**src/common/idf_regs.svh**
```systemverilog
// Register map, reset values and timing constants of the isolated DIO block
`ifndef IDF_REGS_SVH
`define IDF_REGS_SVH

`define IDF_NCH          16
`define IDF_AW           8
// Byte offsets on the Avalon-MM slave
`define IDF_OFS_DIN      8'h00
`define IDF_OFS_DOUT     8'h04
`define IDF_OFS_FILT     8'h08
`define IDF_OFS_MASK     8'h0C
`define IDF_OFS_EDGE     8'h10
`define IDF_OFS_STAT     8'h14
`define IDF_OFS_ICLR     8'h18
`define IDF_OFS_IEN      8'h1C
// Reset values
`define IDF_RST_DOUT     16'h0000
`define IDF_RST_FILT     5'h00
`define IDF_RST_MASK     16'h0000
`define IDF_RST_EDGE     16'h0000
`define IDF_RST_STAT     16'h0000
`define IDF_RST_IEN      16'hFFFF
// Filter setting range and counter width
`define IDF_FILT_MAX     5'h14
`define IDF_FCNT_W       21
// Clock rates in MHz; the sample tick is a fractional divider
`define IDF_CLK_MHZ      5'h19
`define IDF_SMP_MHZ      5'h08

`endif

```
**src/common/idf_pkg.sv**
```systemverilog
// Types shared by the isolated DIO block
package idf_pkg;
  typedef enum logic [1:0] {
    IDF_IDLE = 2'b01,
    IDF_ACK  = 2'b10
  } idf_bus_st_t;
endpackage

```
**src/idf_top.sv**
```systemverilog
// Isolated DIO core: input filter, relay outputs, edge interrupts, Avalon
//
// Contract
// RULE_01 - Input bit reads 1 while its channel is energised, 0 otherwise.
// RULE_02 - Writing 1 to an output bit turns its relay on, 0 off.
// RULE_03 - Reset clears every output bit to 0.
// RULE_04 - Outputs read back without disturbing the driven state.
// RULE_05 - One filter-time setting serves all input channels together.
// RULE_06 - Filtered level changes only after raw level held the filter time.
// RULE_07 - Filter setting spans 0 to 20; zero bypasses the filter.
// RULE_08 - Nonzero setting n gives 2^n periods of an 8 MHz sample clock.
// RULE_09 - Reset clears the filter setting to 0, filter off.
// RULE_10 - Software never writes a filter setting above 20.
// RULE_11 - Each input can interrupt on a change of its filtered level.
// RULE_12 - A masked channel neither sets status nor raises a request.
// RULE_13 - Reset leaves every interrupt mask bit disabled.
// RULE_14 - Edge bit 0 picks rising edges, 1 picks falling edges.
// RULE_15 - Reset clears all edge-select bits to 0.
// RULE_16 - Reading status clears the reported status bits and the request.
// RULE_17 - Reset clears all interrupt status bits to 0.
// RULE_18 - Request stays high while status set; edges during read survive. The code raises it only for status bits whose IEN bit is set.
`timescale 1ns/1ns
`include "idf_regs.svh"

module idf_top
  import idf_pkg::*;
(
  input  wire logic                  clk,
  input  wire logic                  nrst,
  input  wire logic [`IDF_NCH-1:0]   din,
  output logic      [`IDF_NCH-1:0]   dout,
  output logic                       irq,
  input  wire logic [`IDF_AW-1:0]    avs_address,
  input  wire logic                  avs_read,
  input  wire logic                  avs_write,
  input  wire logic [31:0]           avs_writedata,
  input  wire logic [3:0]            avs_byteenable,
  output logic      [31:0]           avs_readdata,
  output logic                       avs_waitrequest
);

  // ************************************************************
  // Declarations
  // ************************************************************
  localparam int NCH = `IDF_NCH;
  localparam int FW  = `IDF_FCNT_W;

  idf_bus_st_t      st_q;
  logic             wait_q;
  logic [31:0]      rdata_q;
  logic [NCH-1:0]   dout_q;
  logic [4:0]       filt_n_q;
  logic [NCH-1:0]   mask_q;
  logic [NCH-1:0]   edge_q;
  logic [NCH-1:0]   stat_q;
  logic [NCH-1:0]   stat_d;
  logic [NCH-1:0]   ien_q;
  logic             irq_q;
  logic [NCH-1:0]   s1_q;
  logic [NCH-1:0]   s2_q;
  logic [NCH-1:0]   s3_q;
  logic [NCH-1:0]   stab_q;
  logic [NCH-1:0]   smp_q;
  logic [NCH-1:0]   filt_q;
  logic [NCH-1:0]   filt_c;
  logic [NCH-1:0]   prev_q;
  logic [NCH-1:0]   hit;
  logic [NCH-1:0]   ev;
  logic [4:0]       acc_q;
  logic [5:0]       acc_nx;
  logic             tick;
  logic [FW-1:0]    limit;
  logic             req;
  logic             ack;
  logic [31:0]      bemask;
  logic [31:0]      rd_mux;
  logic [NCH-1:0]   rd_clr;

  assign req    = avs_read | avs_write;
  assign ack    = req & (st_q == IDF_ACK);
  assign bemask = {{8{avs_byteenable[3]}}, {8{avs_byteenable[2]}},
                   {8{avs_byteenable[1]}}, {8{avs_byteenable[0]}}};

  // ************************************************************
  // Avalon-MM slave handshake
  // ************************************************************
  // One wait cycle per access: data is prepared, then waitrequest drops
  always_ff @(posedge clk) begin
    if (!nrst) begin
      st_q   <= IDF_IDLE;
      wait_q <= 1'b1;
    end else begin
      case (st_q)
        IDF_IDLE: begin
          if (req) begin
            st_q   <= IDF_ACK;
            wait_q <= 1'b0;
          end
        end
        IDF_ACK: begin
          st_q   <= IDF_IDLE;
          wait_q <= 1'b1;
        end
        default: begin
          st_q   <= IDF_IDLE;
          wait_q <= 1'b1;
        end
      endcase
    end
  end

  // Read mux; unmapped offsets read as zero
  always_comb begin
    rd_mux = 32'h0000_0000;
    case (avs_address & 8'hFC)
      `IDF_OFS_DIN:  rd_mux[NCH-1:0] = filt_c;  // RULE_01
      `IDF_OFS_DOUT: rd_mux[NCH-1:0] = dout_q;  // RULE_04
      `IDF_OFS_FILT: rd_mux[4:0]     = filt_n_q;
      `IDF_OFS_MASK: rd_mux[NCH-1:0] = mask_q;
      `IDF_OFS_EDGE: rd_mux[NCH-1:0] = edge_q;
      `IDF_OFS_STAT: rd_mux[NCH-1:0] = stat_q;
      `IDF_OFS_IEN:  rd_mux[NCH-1:0] = ien_q;
      default:       rd_mux = 32'h0000_0000;
    endcase
  end

  // Read data is sampled while waitrequest is still high
  always_ff @(posedge clk) begin
    if (!nrst) begin
      rdata_q <= 32'h0000_0000;
    end else if (req && st_q == IDF_IDLE && avs_read) begin
      rdata_q <= rd_mux;
    end
  end

  // ************************************************************
  // Software-written registers
  // ************************************************************
  // Writes take effect only at the edge where waitrequest is low
  always_ff @(posedge clk) begin
    if (!nrst) begin
      dout_q <= `IDF_RST_DOUT;  // RULE_03
    end else if (ack && avs_write &&
                 (avs_address & 8'hFC) == `IDF_OFS_DOUT) begin
      dout_q <= (dout_q & ~bemask[NCH-1:0]) |
                (avs_writedata[NCH-1:0] & bemask[NCH-1:0]);  // RULE_02
    end
  end

  // Settings beyond 20 are the host's fault and are stored as written
  always_ff @(posedge clk) begin
    if (!nrst) begin
      filt_n_q <= `IDF_RST_FILT;  // RULE_09
    end else if (ack && avs_write && avs_byteenable[0] &&
                 (avs_address & 8'hFC) == `IDF_OFS_FILT) begin
      filt_n_q <= avs_writedata[4:0];  // RULE_05
    end
  end

  // Mask bit 1 enables the channel
  always_ff @(posedge clk) begin
    if (!nrst) begin
      mask_q <= `IDF_RST_MASK;  // RULE_13
      edge_q <= `IDF_RST_EDGE;  // RULE_15
      ien_q  <= `IDF_RST_IEN;
    end else if (ack && avs_write) begin
      if ((avs_address & 8'hFC) == `IDF_OFS_MASK) begin
        mask_q <= (mask_q & ~bemask[NCH-1:0]) |
                  (avs_writedata[NCH-1:0] & bemask[NCH-1:0]);
      end
      if ((avs_address & 8'hFC) == `IDF_OFS_EDGE) begin
        edge_q <= (edge_q & ~bemask[NCH-1:0]) |
                  (avs_writedata[NCH-1:0] & bemask[NCH-1:0]);
      end
      if ((avs_address & 8'hFC) == `IDF_OFS_IEN) begin
        ien_q <= (ien_q & ~bemask[NCH-1:0]) |
                 (avs_writedata[NCH-1:0] & bemask[NCH-1:0]);
      end
    end
  end

  // ************************************************************
  // Input synchroniser and sample tick
  // ************************************************************
  // Stable level follows only when the second and third stages agree
  always_ff @(posedge clk) begin
    if (!nrst) begin
      s1_q   <= '0;
      s2_q   <= '0;
      s3_q   <= '0;
      stab_q <= '0;
    end else begin
      s1_q   <= din;
      s2_q   <= s1_q;
      s3_q   <= s2_q;
      stab_q <= (s2_q == s3_q) ? s3_q : stab_q;  // RULE_01
    end
  end

  // Sum kept one bit wider; at five bits it would wrap when 24 + 8 reaches 32
  assign acc_nx = {1'b0, acc_q} + {1'b0, `IDF_SMP_MHZ};
  assign tick   = (acc_nx >= {1'b0, `IDF_CLK_MHZ});  // RULE_08

  // Fractional divider: 8 ticks in every 25 clocks, 8 MHz on average
  always_ff @(posedge clk) begin
    if (!nrst) begin
      acc_q <= 5'h00;
    end else if (tick) begin
      acc_q <= 5'(acc_nx - {1'b0, `IDF_CLK_MHZ});
    end else begin
      acc_q <= acc_nx[4:0];
    end
  end
  // One shared length for every channel; 2^n sample periods
  assign limit = FW'(1) << filt_n_q;  // RULE_05 RULE_08

  // ************************************************************
  // Per-channel digital filter and edge detection
  // ************************************************************
  genvar gi;
  generate
    for (gi = 0; gi < NCH; gi++) begin : g_ch
      logic [FW-1:0] cnt_q;
      // Counter runs only while the sample differs from the filtered level
      assign hit[gi] = tick && smp_q[gi] == stab_q[gi] &&
                       smp_q[gi] != filt_q[gi] && cnt_q == limit - FW'(1);
      always_ff @(posedge clk) begin
        if (!nrst) begin
          cnt_q       <= '0;
          smp_q[gi]   <= 1'b0;
          filt_q[gi]  <= 1'b0;
        end else if (filt_n_q == 5'd0) begin
          cnt_q       <= '0;
          smp_q[gi]   <= stab_q[gi];
          filt_q[gi]  <= stab_q[gi];
        end else if (tick) begin
          smp_q[gi] <= stab_q[gi];
          if (stab_q[gi] != smp_q[gi] || smp_q[gi] == filt_q[gi]) begin
            cnt_q <= '0;  // RULE_06
          end else if (hit[gi]) begin
            cnt_q      <= '0;
            filt_q[gi] <= smp_q[gi];  // RULE_06
          end else begin
            cnt_q <= cnt_q + FW'(1);
          end
        end
      end
      // Bypass passes the synchronised level straight through
      assign filt_c[gi] = (filt_n_q == 5'd0) ? stab_q[gi]
                                              : filt_q[gi];  // RULE_07
      // Edge select: 0 rising, 1 falling; masked channels never fire
      assign ev[gi] = mask_q[gi] &  // RULE_12
                      (edge_q[gi] ? (prev_q[gi] & ~filt_c[gi])
                                  : (~prev_q[gi] & filt_c[gi]));  // RULE_14
    end
  endgenerate

  always_ff @(posedge clk) begin
    if (!nrst) begin
      prev_q <= '0;
    end else begin
      prev_q <= filt_c;  // RULE_11
    end
  end

  // ************************************************************
  // Interrupt status and request
  // ************************************************************
  // Only bits already returned to software are cleared by the read
  assign rd_clr = (ack && avs_read &&
                   (avs_address & 8'hFC) == `IDF_OFS_STAT)
                  ? rdata_q[NCH-1:0] : '0;

  always_comb begin
    stat_d = stat_q & ~rd_clr;  // RULE_16
    if (ack && avs_write && (avs_address & 8'hFC) == `IDF_OFS_ICLR) begin
      stat_d = stat_d & ~(avs_writedata[NCH-1:0] & bemask[NCH-1:0]);
    end
    stat_d = stat_d | ev;  // RULE_11 RULE_18
  end

  always_ff @(posedge clk) begin
    if (!nrst) begin
      stat_q <= `IDF_RST_STAT;  // RULE_17
      irq_q  <= 1'b0;
    end else begin
      stat_q <= stat_d;
      irq_q  <= |(stat_d & ien_q);  // RULE_18
    end
  end

  assign dout            = dout_q;
  assign irq             = irq_q;
  assign avs_readdata    = rdata_q;
  assign avs_waitrequest = wait_q;

  // ************************************************************
  // Assertions
  // ************************************************************
  property p_in_sync;  // RULE_01
    @(posedge clk) disable iff (!nrst)
      (s2_q == s3_q) |=> (stab_q == $past(s3_q));
  endproperty
  a_in_sync: assert property (p_in_sync)  // RULE_01
    else $error("input level lost");

  property p_out_wr;  // RULE_02
    @(posedge clk) disable iff (!nrst)
      (ack && avs_write && avs_byteenable == 4'hF &&
       (avs_address & 8'hFC) == `IDF_OFS_DOUT)
      |=> (dout == $past(avs_writedata[NCH-1:0]));
  endproperty
  a_out_wr: assert property (p_out_wr)  // RULE_02
    else $error("output write missed");

  property p_out_rst;  // RULE_03
    @(posedge clk) !nrst |=> (dout == 16'h0000 && filt_n_q == 5'd0);
  endproperty
  a_out_rst: assert property (p_out_rst)  // RULE_03 RULE_09
    else $error("outputs not cleared");

  property p_out_rd;  // RULE_04
    @(posedge clk) disable iff (!nrst)
      (ack && avs_read) |=> $stable(dout);
  endproperty
  a_out_rd: assert property (p_out_rd)  // RULE_04
    else $error("read changed outputs");

  property p_filt_hold;  // RULE_06
    @(posedge clk) disable iff (!nrst)
      ($past(filt_n_q) != 5'd0 && filt_n_q == $past(filt_n_q) &&
       $changed(filt_q)) |-> ($past(hit) != 16'h0000);
  endproperty
  a_filt_hold: assert property (p_filt_hold)  // RULE_06
    else $error("early filter");

  property p_bypass;  // RULE_07
    @(posedge clk) disable iff (!nrst)
      (filt_n_q == 5'd0 && req && st_q == IDF_IDLE && avs_read &&
       (avs_address & 8'hFC) == `IDF_OFS_DIN)
      |=> (avs_readdata[NCH-1:0] == $past(stab_q));
  endproperty
  a_bypass: assert property (p_bypass)  // RULE_07
    else $error("bypass broken");

  property p_cfg_rst;  // RULE_13
    @(posedge clk) !nrst |=> (mask_q == 16'h0000 && edge_q == 16'h0000
                              && stat_q == 16'h0000);
  endproperty
  a_cfg_rst: assert property (p_cfg_rst)  // RULE_13 RULE_15 RULE_17
    else $error("bad reset config");

  property p_masked;  // RULE_12
    @(posedge clk) disable iff (!nrst)
      ##1 ((stat_q & ~$past(stat_q) & ~$past(mask_q)) == 16'h0000);
  endproperty
  a_masked: assert property (p_masked)  // RULE_12
    else $error("masked bit set");

  property p_rise;  // RULE_14
    @(posedge clk) disable iff (!nrst)
      (mask_q[0] && !edge_q[0] && !prev_q[0] && filt_c[0]) |=> stat_q[0];
  endproperty
  a_rise: assert property (p_rise)  // RULE_14
    else $error("rising edge missed");

  property p_rd_clr;  // RULE_16
    @(posedge clk) disable iff (!nrst)
      (ack && avs_read && (avs_address & 8'hFC) == `IDF_OFS_STAT &&
       ev == 16'h0000) |=> ((stat_q & $past(rdata_q[NCH-1:0])) == 16'h0000);
  endproperty
  a_rd_clr: assert property (p_rd_clr)  // RULE_16
    else $error("status not cleared");

  property p_irq;  // RULE_18
    @(posedge clk) disable iff (!nrst)
      ((stat_q & ien_q) != 16'h0000) |-> ##[0:1] irq;
  endproperty
  a_irq: assert property (p_irq)  // RULE_18
    else $error("request dropped");

endmodule

```
**config.mk**
```make
export PLATFORM = sky130hd
export DESIGN_NAME = idf_top
export DESIGN_NICKNAME = d
export VERILOG_FILES = /design/src/common/idf_pkg.sv /design/src/idf_top.sv
export VERILOG_INCLUDE_DIRS = /design/src /design/src/common
export SDC_FILE = /design/constraint.sdc
export NUM_CORES = 2
export LEC_CHECK = 0
export BUFFER_PORTS_ARGS = -buffer_cell sky130_fd_sc_hd__buf_2
export CAP_MARGIN = 30
export CORE_MARGIN = 4
export CORE_UTILIZATION = 40
export CTS_BUF_LIST = sky130_fd_sc_hd__clkbuf_16
export CTS_CLUSTER_SIZE = 8
export DETAILED_ROUTE_END_ITERATION = 7
export PLACE_DENSITY = 0.55
export SLEW_MARGIN = 20
export SYNTH_ARGS = -nofsm -noshare
export SYNTH_HDL_FRONTEND = slang
export SYNTH_SLANG_ARGS = --single-unit
```
**constraint.sdc**
```tcl
create_clock -name clk -period 13.3 [get_ports clk]
set_input_delay 1.33 -clock clk [delete_from_list [all_inputs] [get_ports clk]]
set_output_delay 1.33 -clock clk [all_outputs]
set_load 0.01 [all_outputs]
```
==> results.py <==
metrics = {
    "outcome": {
        "run_status": "finished, final reports clean",
    },
    "sta": {
        "finalSetupViolCount": 0,
        "setup_ws_ns": 6.93,
        "worstMarginPinSlew_ns": 1.12,
        "drv_slew": 0,
        "slew-limit-headroom_pct": 25.4,
        "rsz0062_at_grt": "no",
        "max_clock_freq_ghz": 0.157,
        "tns_ns": 0,
        "hold_ws_ns": 0.428,
        "hold_violations": 0,
        "finClkSkew_ns": 0.0411,
        "period_minus_slack_ns": 6.37,
        "period_share_pct": 47.9,
    },
    "cts": {
        "cts_root_buf": "clkbuf_16",
        "numClockSinks": 557,
        "clock_path_buffers": 3,
        "postCtsHoldBufs": 0,
        "clk_pin_slew_worst_paths_ns": 0.06,
        "cts_buffers": 80,
        "h-tree-depth": 3,
        "post_cts_buffers": 0,
        "cts_resized": 0,
        "cts_tree": "yes",
        "insertion_delay_ns": 0.66,
    },
    "global_route": {
        "overflow": 0,
        "grt_pass1_vias": 28900,
        "antenna_found_initial": 2,
        "grt_pass1_wl_um": 182000,
        "grt_max_degree": 76,
        "grt_use_total_pct": 27.1,
    },
    "worst_setup_path": {
        "crit_path_start_kind": "flop",
        "slowest_stage": "nor2_1",
        "crit_type": "reg -> reg",
        "worstPathCellList": "buf_4, or3_1, buf_4, or3_1, ha_2, buf_4, or3b_1, nor2_1, buf_4, nor3_1, or4_1, nor4_2, a31oi_1, o21ai_2, nor3_1",
        "critPathMaxFanout": 56,
        "cp-end-kind": "flop",
        "worstPathArrival_ns": 6.87,
        "critPathRequiredTime_ns": 13.80,
        "critPathMaxStageDelay_ns": 0.66,
        "timing.critical_path.mode_cell": "buf_4",
    },
    "routing": {
        "wl_um": 122000,
        "ant_nets": 0,
        "vias": 32100,
        "vias_per_cell": 6.20,
        "first_iter_violations": 3241,
        "drc": 0,
        "dr.pass1.iters": 6,
        "wl_per_cell_um": 23.5,
    },
    "power": {
        "ir_drop_mv": 0.108,
        "total_power_mw": 3.92,
        "cellPowerDensity_mw_per_mm2": 108,
        "p_leak_nw": 12.8,
    },
    "synth": {
        "synthAdderAreaFrac_pct": 0.767,
        "synth_mux_area_share_pct": 2.70,
        "synth_simple_gate_area_share_pct": 27.6,
        "synth-compound-area-share_pct": 21.9,
        "ys_types": 106,
        "synthXorXnorAreaFrac_pct": 7.44,
        "synthCells": 4138,
        "synth_top_flop_cell": "dfxtp_1",
        "synth_top_area_share_pct": 34.2,
        "synth_top_family_by_area": "simple AND/OR/NAND/NOR gates",
        "synth.largest_area_cell": "dfxtp_1",
        "async_reset_ff_share_pct": 0,
        "ys_seq_elements": 557,
        "syn_area_per_cell_um2": 7.88,
        "ys_seq_area_share_pct": 34.2,
        "synth_edf_count": 0,
        "syn_area_mm2": 0.0326,
        "yosysWarnings": 0,
        "yosys-top-cells-area": "dfxtp_1, nand2_1, nand3_1",
    },
    "place": {
        "numPortBuffers": 77,
        "placed_cell_area_mm2": 0.0339,
        "hpwlAfterDp_um": 81700,
        "gp_congestion": 0.971,
        "dp_slack_ns": 7.12,
        "dp.cells": 5077,
    },
    "floorplan": {
        "fp.dieW_um": 294,
        "dieArea_mm2": 0.0862,
        "fp.dieH_um": 294,
        "rows": 104,
        "core_mm2": 0.0807,
        "initial_utilization_pct": 40.4,
        "ios": 114,
    },
    "finish": {
        "fin_util_pct": 44.8,
        "layout-drive-gt1-share_pct": 9.01,
        "instances_no_fill": 5178,
        "final_common_cell": "dfxtp_1",
        "layout_common_cells": "dfxtp_1, nand2_1, nor2_1, nand3_1, a21oi_1",
        "num-nets-final": 4186,
        "finalInstanceArea_mm2": 0.0362,
        "areaGrowthSynthToFinish_pct": 10.9,
    },
    "hold_path": {
        "hp-class": "reg -> reg",
    },
    "flow_run": {
        "maxCapViolCount": 0,
    },
}
## cell type report
class	instances	area, um2
Timing Repair Buffer	178	1180
Fill cell	8080	44500
Clock inverter	16	204
Tap cell	1060	1330
Clock buffer	81	2030
Inverter	104	393
Antenna cell	1	2.50
Multi-Input combinational cell	3181	19900
Sequential cell	557	11200
## worst paths after layout
| path | from | endpoint | slack (ns) | cells after the start |
|---|---|---|---|---|
| setup / recovery | filt_n_q[4] | g_ch[8].cnt_q[10] | 6.93 | 15 |
| hold / removal | s1_q[13] | s2_q[13] | 0.43 | 1 |
| setup reg to reg | filt_n_q[4] | g_ch[8].cnt_q[10] | 6.93 | 15 |
| hold reg to reg | s1_q[13] | s2_q[13] | 0.43 | 1 |
## cells by family after synthesis
| group | Yosys count |
|---|---|
| other | 1 |
| and+or+nand+nor | 1743 |
| muxes | 87 |
| adders and majority gates | 20 |
| xor gates and xnor gates | 274 |
| AOI/OAI and AO/OA | 1041 |
| buffers and inverters | 415 |
| DFF | 557 |
## synthesized netlist by cell type (15+ instances only)
| master | number |
|---|---|
| o21ai_1 | 17 |
| clkbuf_1 | 212 |
| o2111ai_1 | 15 |
| o311ai_0 | 15 |
| nor2_1 | 297 |
| nand2b_1 | 42 |
| nor4_1 | 51 |
| xnor2_1 | 152 |
| nand2_1 | 392 |
| o41ai_1 | 28 |
| a211oi_1 | 32 |
| nand3b_1 | 33 |
| nand4_1 | 109 |
| nor3_1 | 129 |
| o211ai_1 | 32 |
| xor2_1 | 120 |
| a22oi_1 | 35 |
| a21o_1 | 25 |
| or2_2 | 20 |
| o21ai_0 | 177 |
| a221oi_1 | 18 |
| and3_1 | 136 |
| and4_1 | 17 |
| mux2i_1 | 78 |
| buf_4 | 26 |
| dfxtp_1 | 557 |
| buf_2 | 55 |
| or4_1 | 17 |
| inv_1 | 102 |
| nor2b_1 | 24 |
| or3_1 | 42 |
| a41oi_1 | 16 |
| a2111oi_0 | 17 |
| a21boi_0 | 16 |
| a31oi_1 | 121 |
| a21oi_1 | 211 |
| and2_1 | 77 |
| nor3b_1 | 15 |
| o22ai_1 | 18 |
| nand3_1 | 276 |
| o31ai_1 | 26 |
| o21a_1 | 20 |
| a22o_1 | 58 |
| ha_1 | 20 |
## worst max-delay path, delay by kind of cell, from the launching register on
| family | cells | cell delay, ns |
|---|---|---|
| buffers and inverters | 4 | 1.64 |
| adder cells (fa/ha/maj) | 1 | 0.56 |
| AO/OA/AOI/OAI | 2 | 0.91 |
| flip-flops | 1 | 0.45 |
| AND/OR/NAND/NOR | 8 | 2.61 |
## power breakdown
| group | total (mW) | switching [mW] | internal, mW |
|---|---|---|---|
| sequential | 1.70 | 0.0119 | 1.69 |
| combinational | 0.344 | 0.267 | 0.0769 |
| clock | 1.88 | 0.792 | 1.09 |
| total | 3.92 | 1.07 | 2.85 |
## per-layer routing
metal  track usage (%)  routed length (um)
met3              6.18               11300
met1              36.0               51600
met5                 0                  23
met4              12.7                6320
met2              41.9               52300
Note: power is estimated with default switching activity, not from simulation.
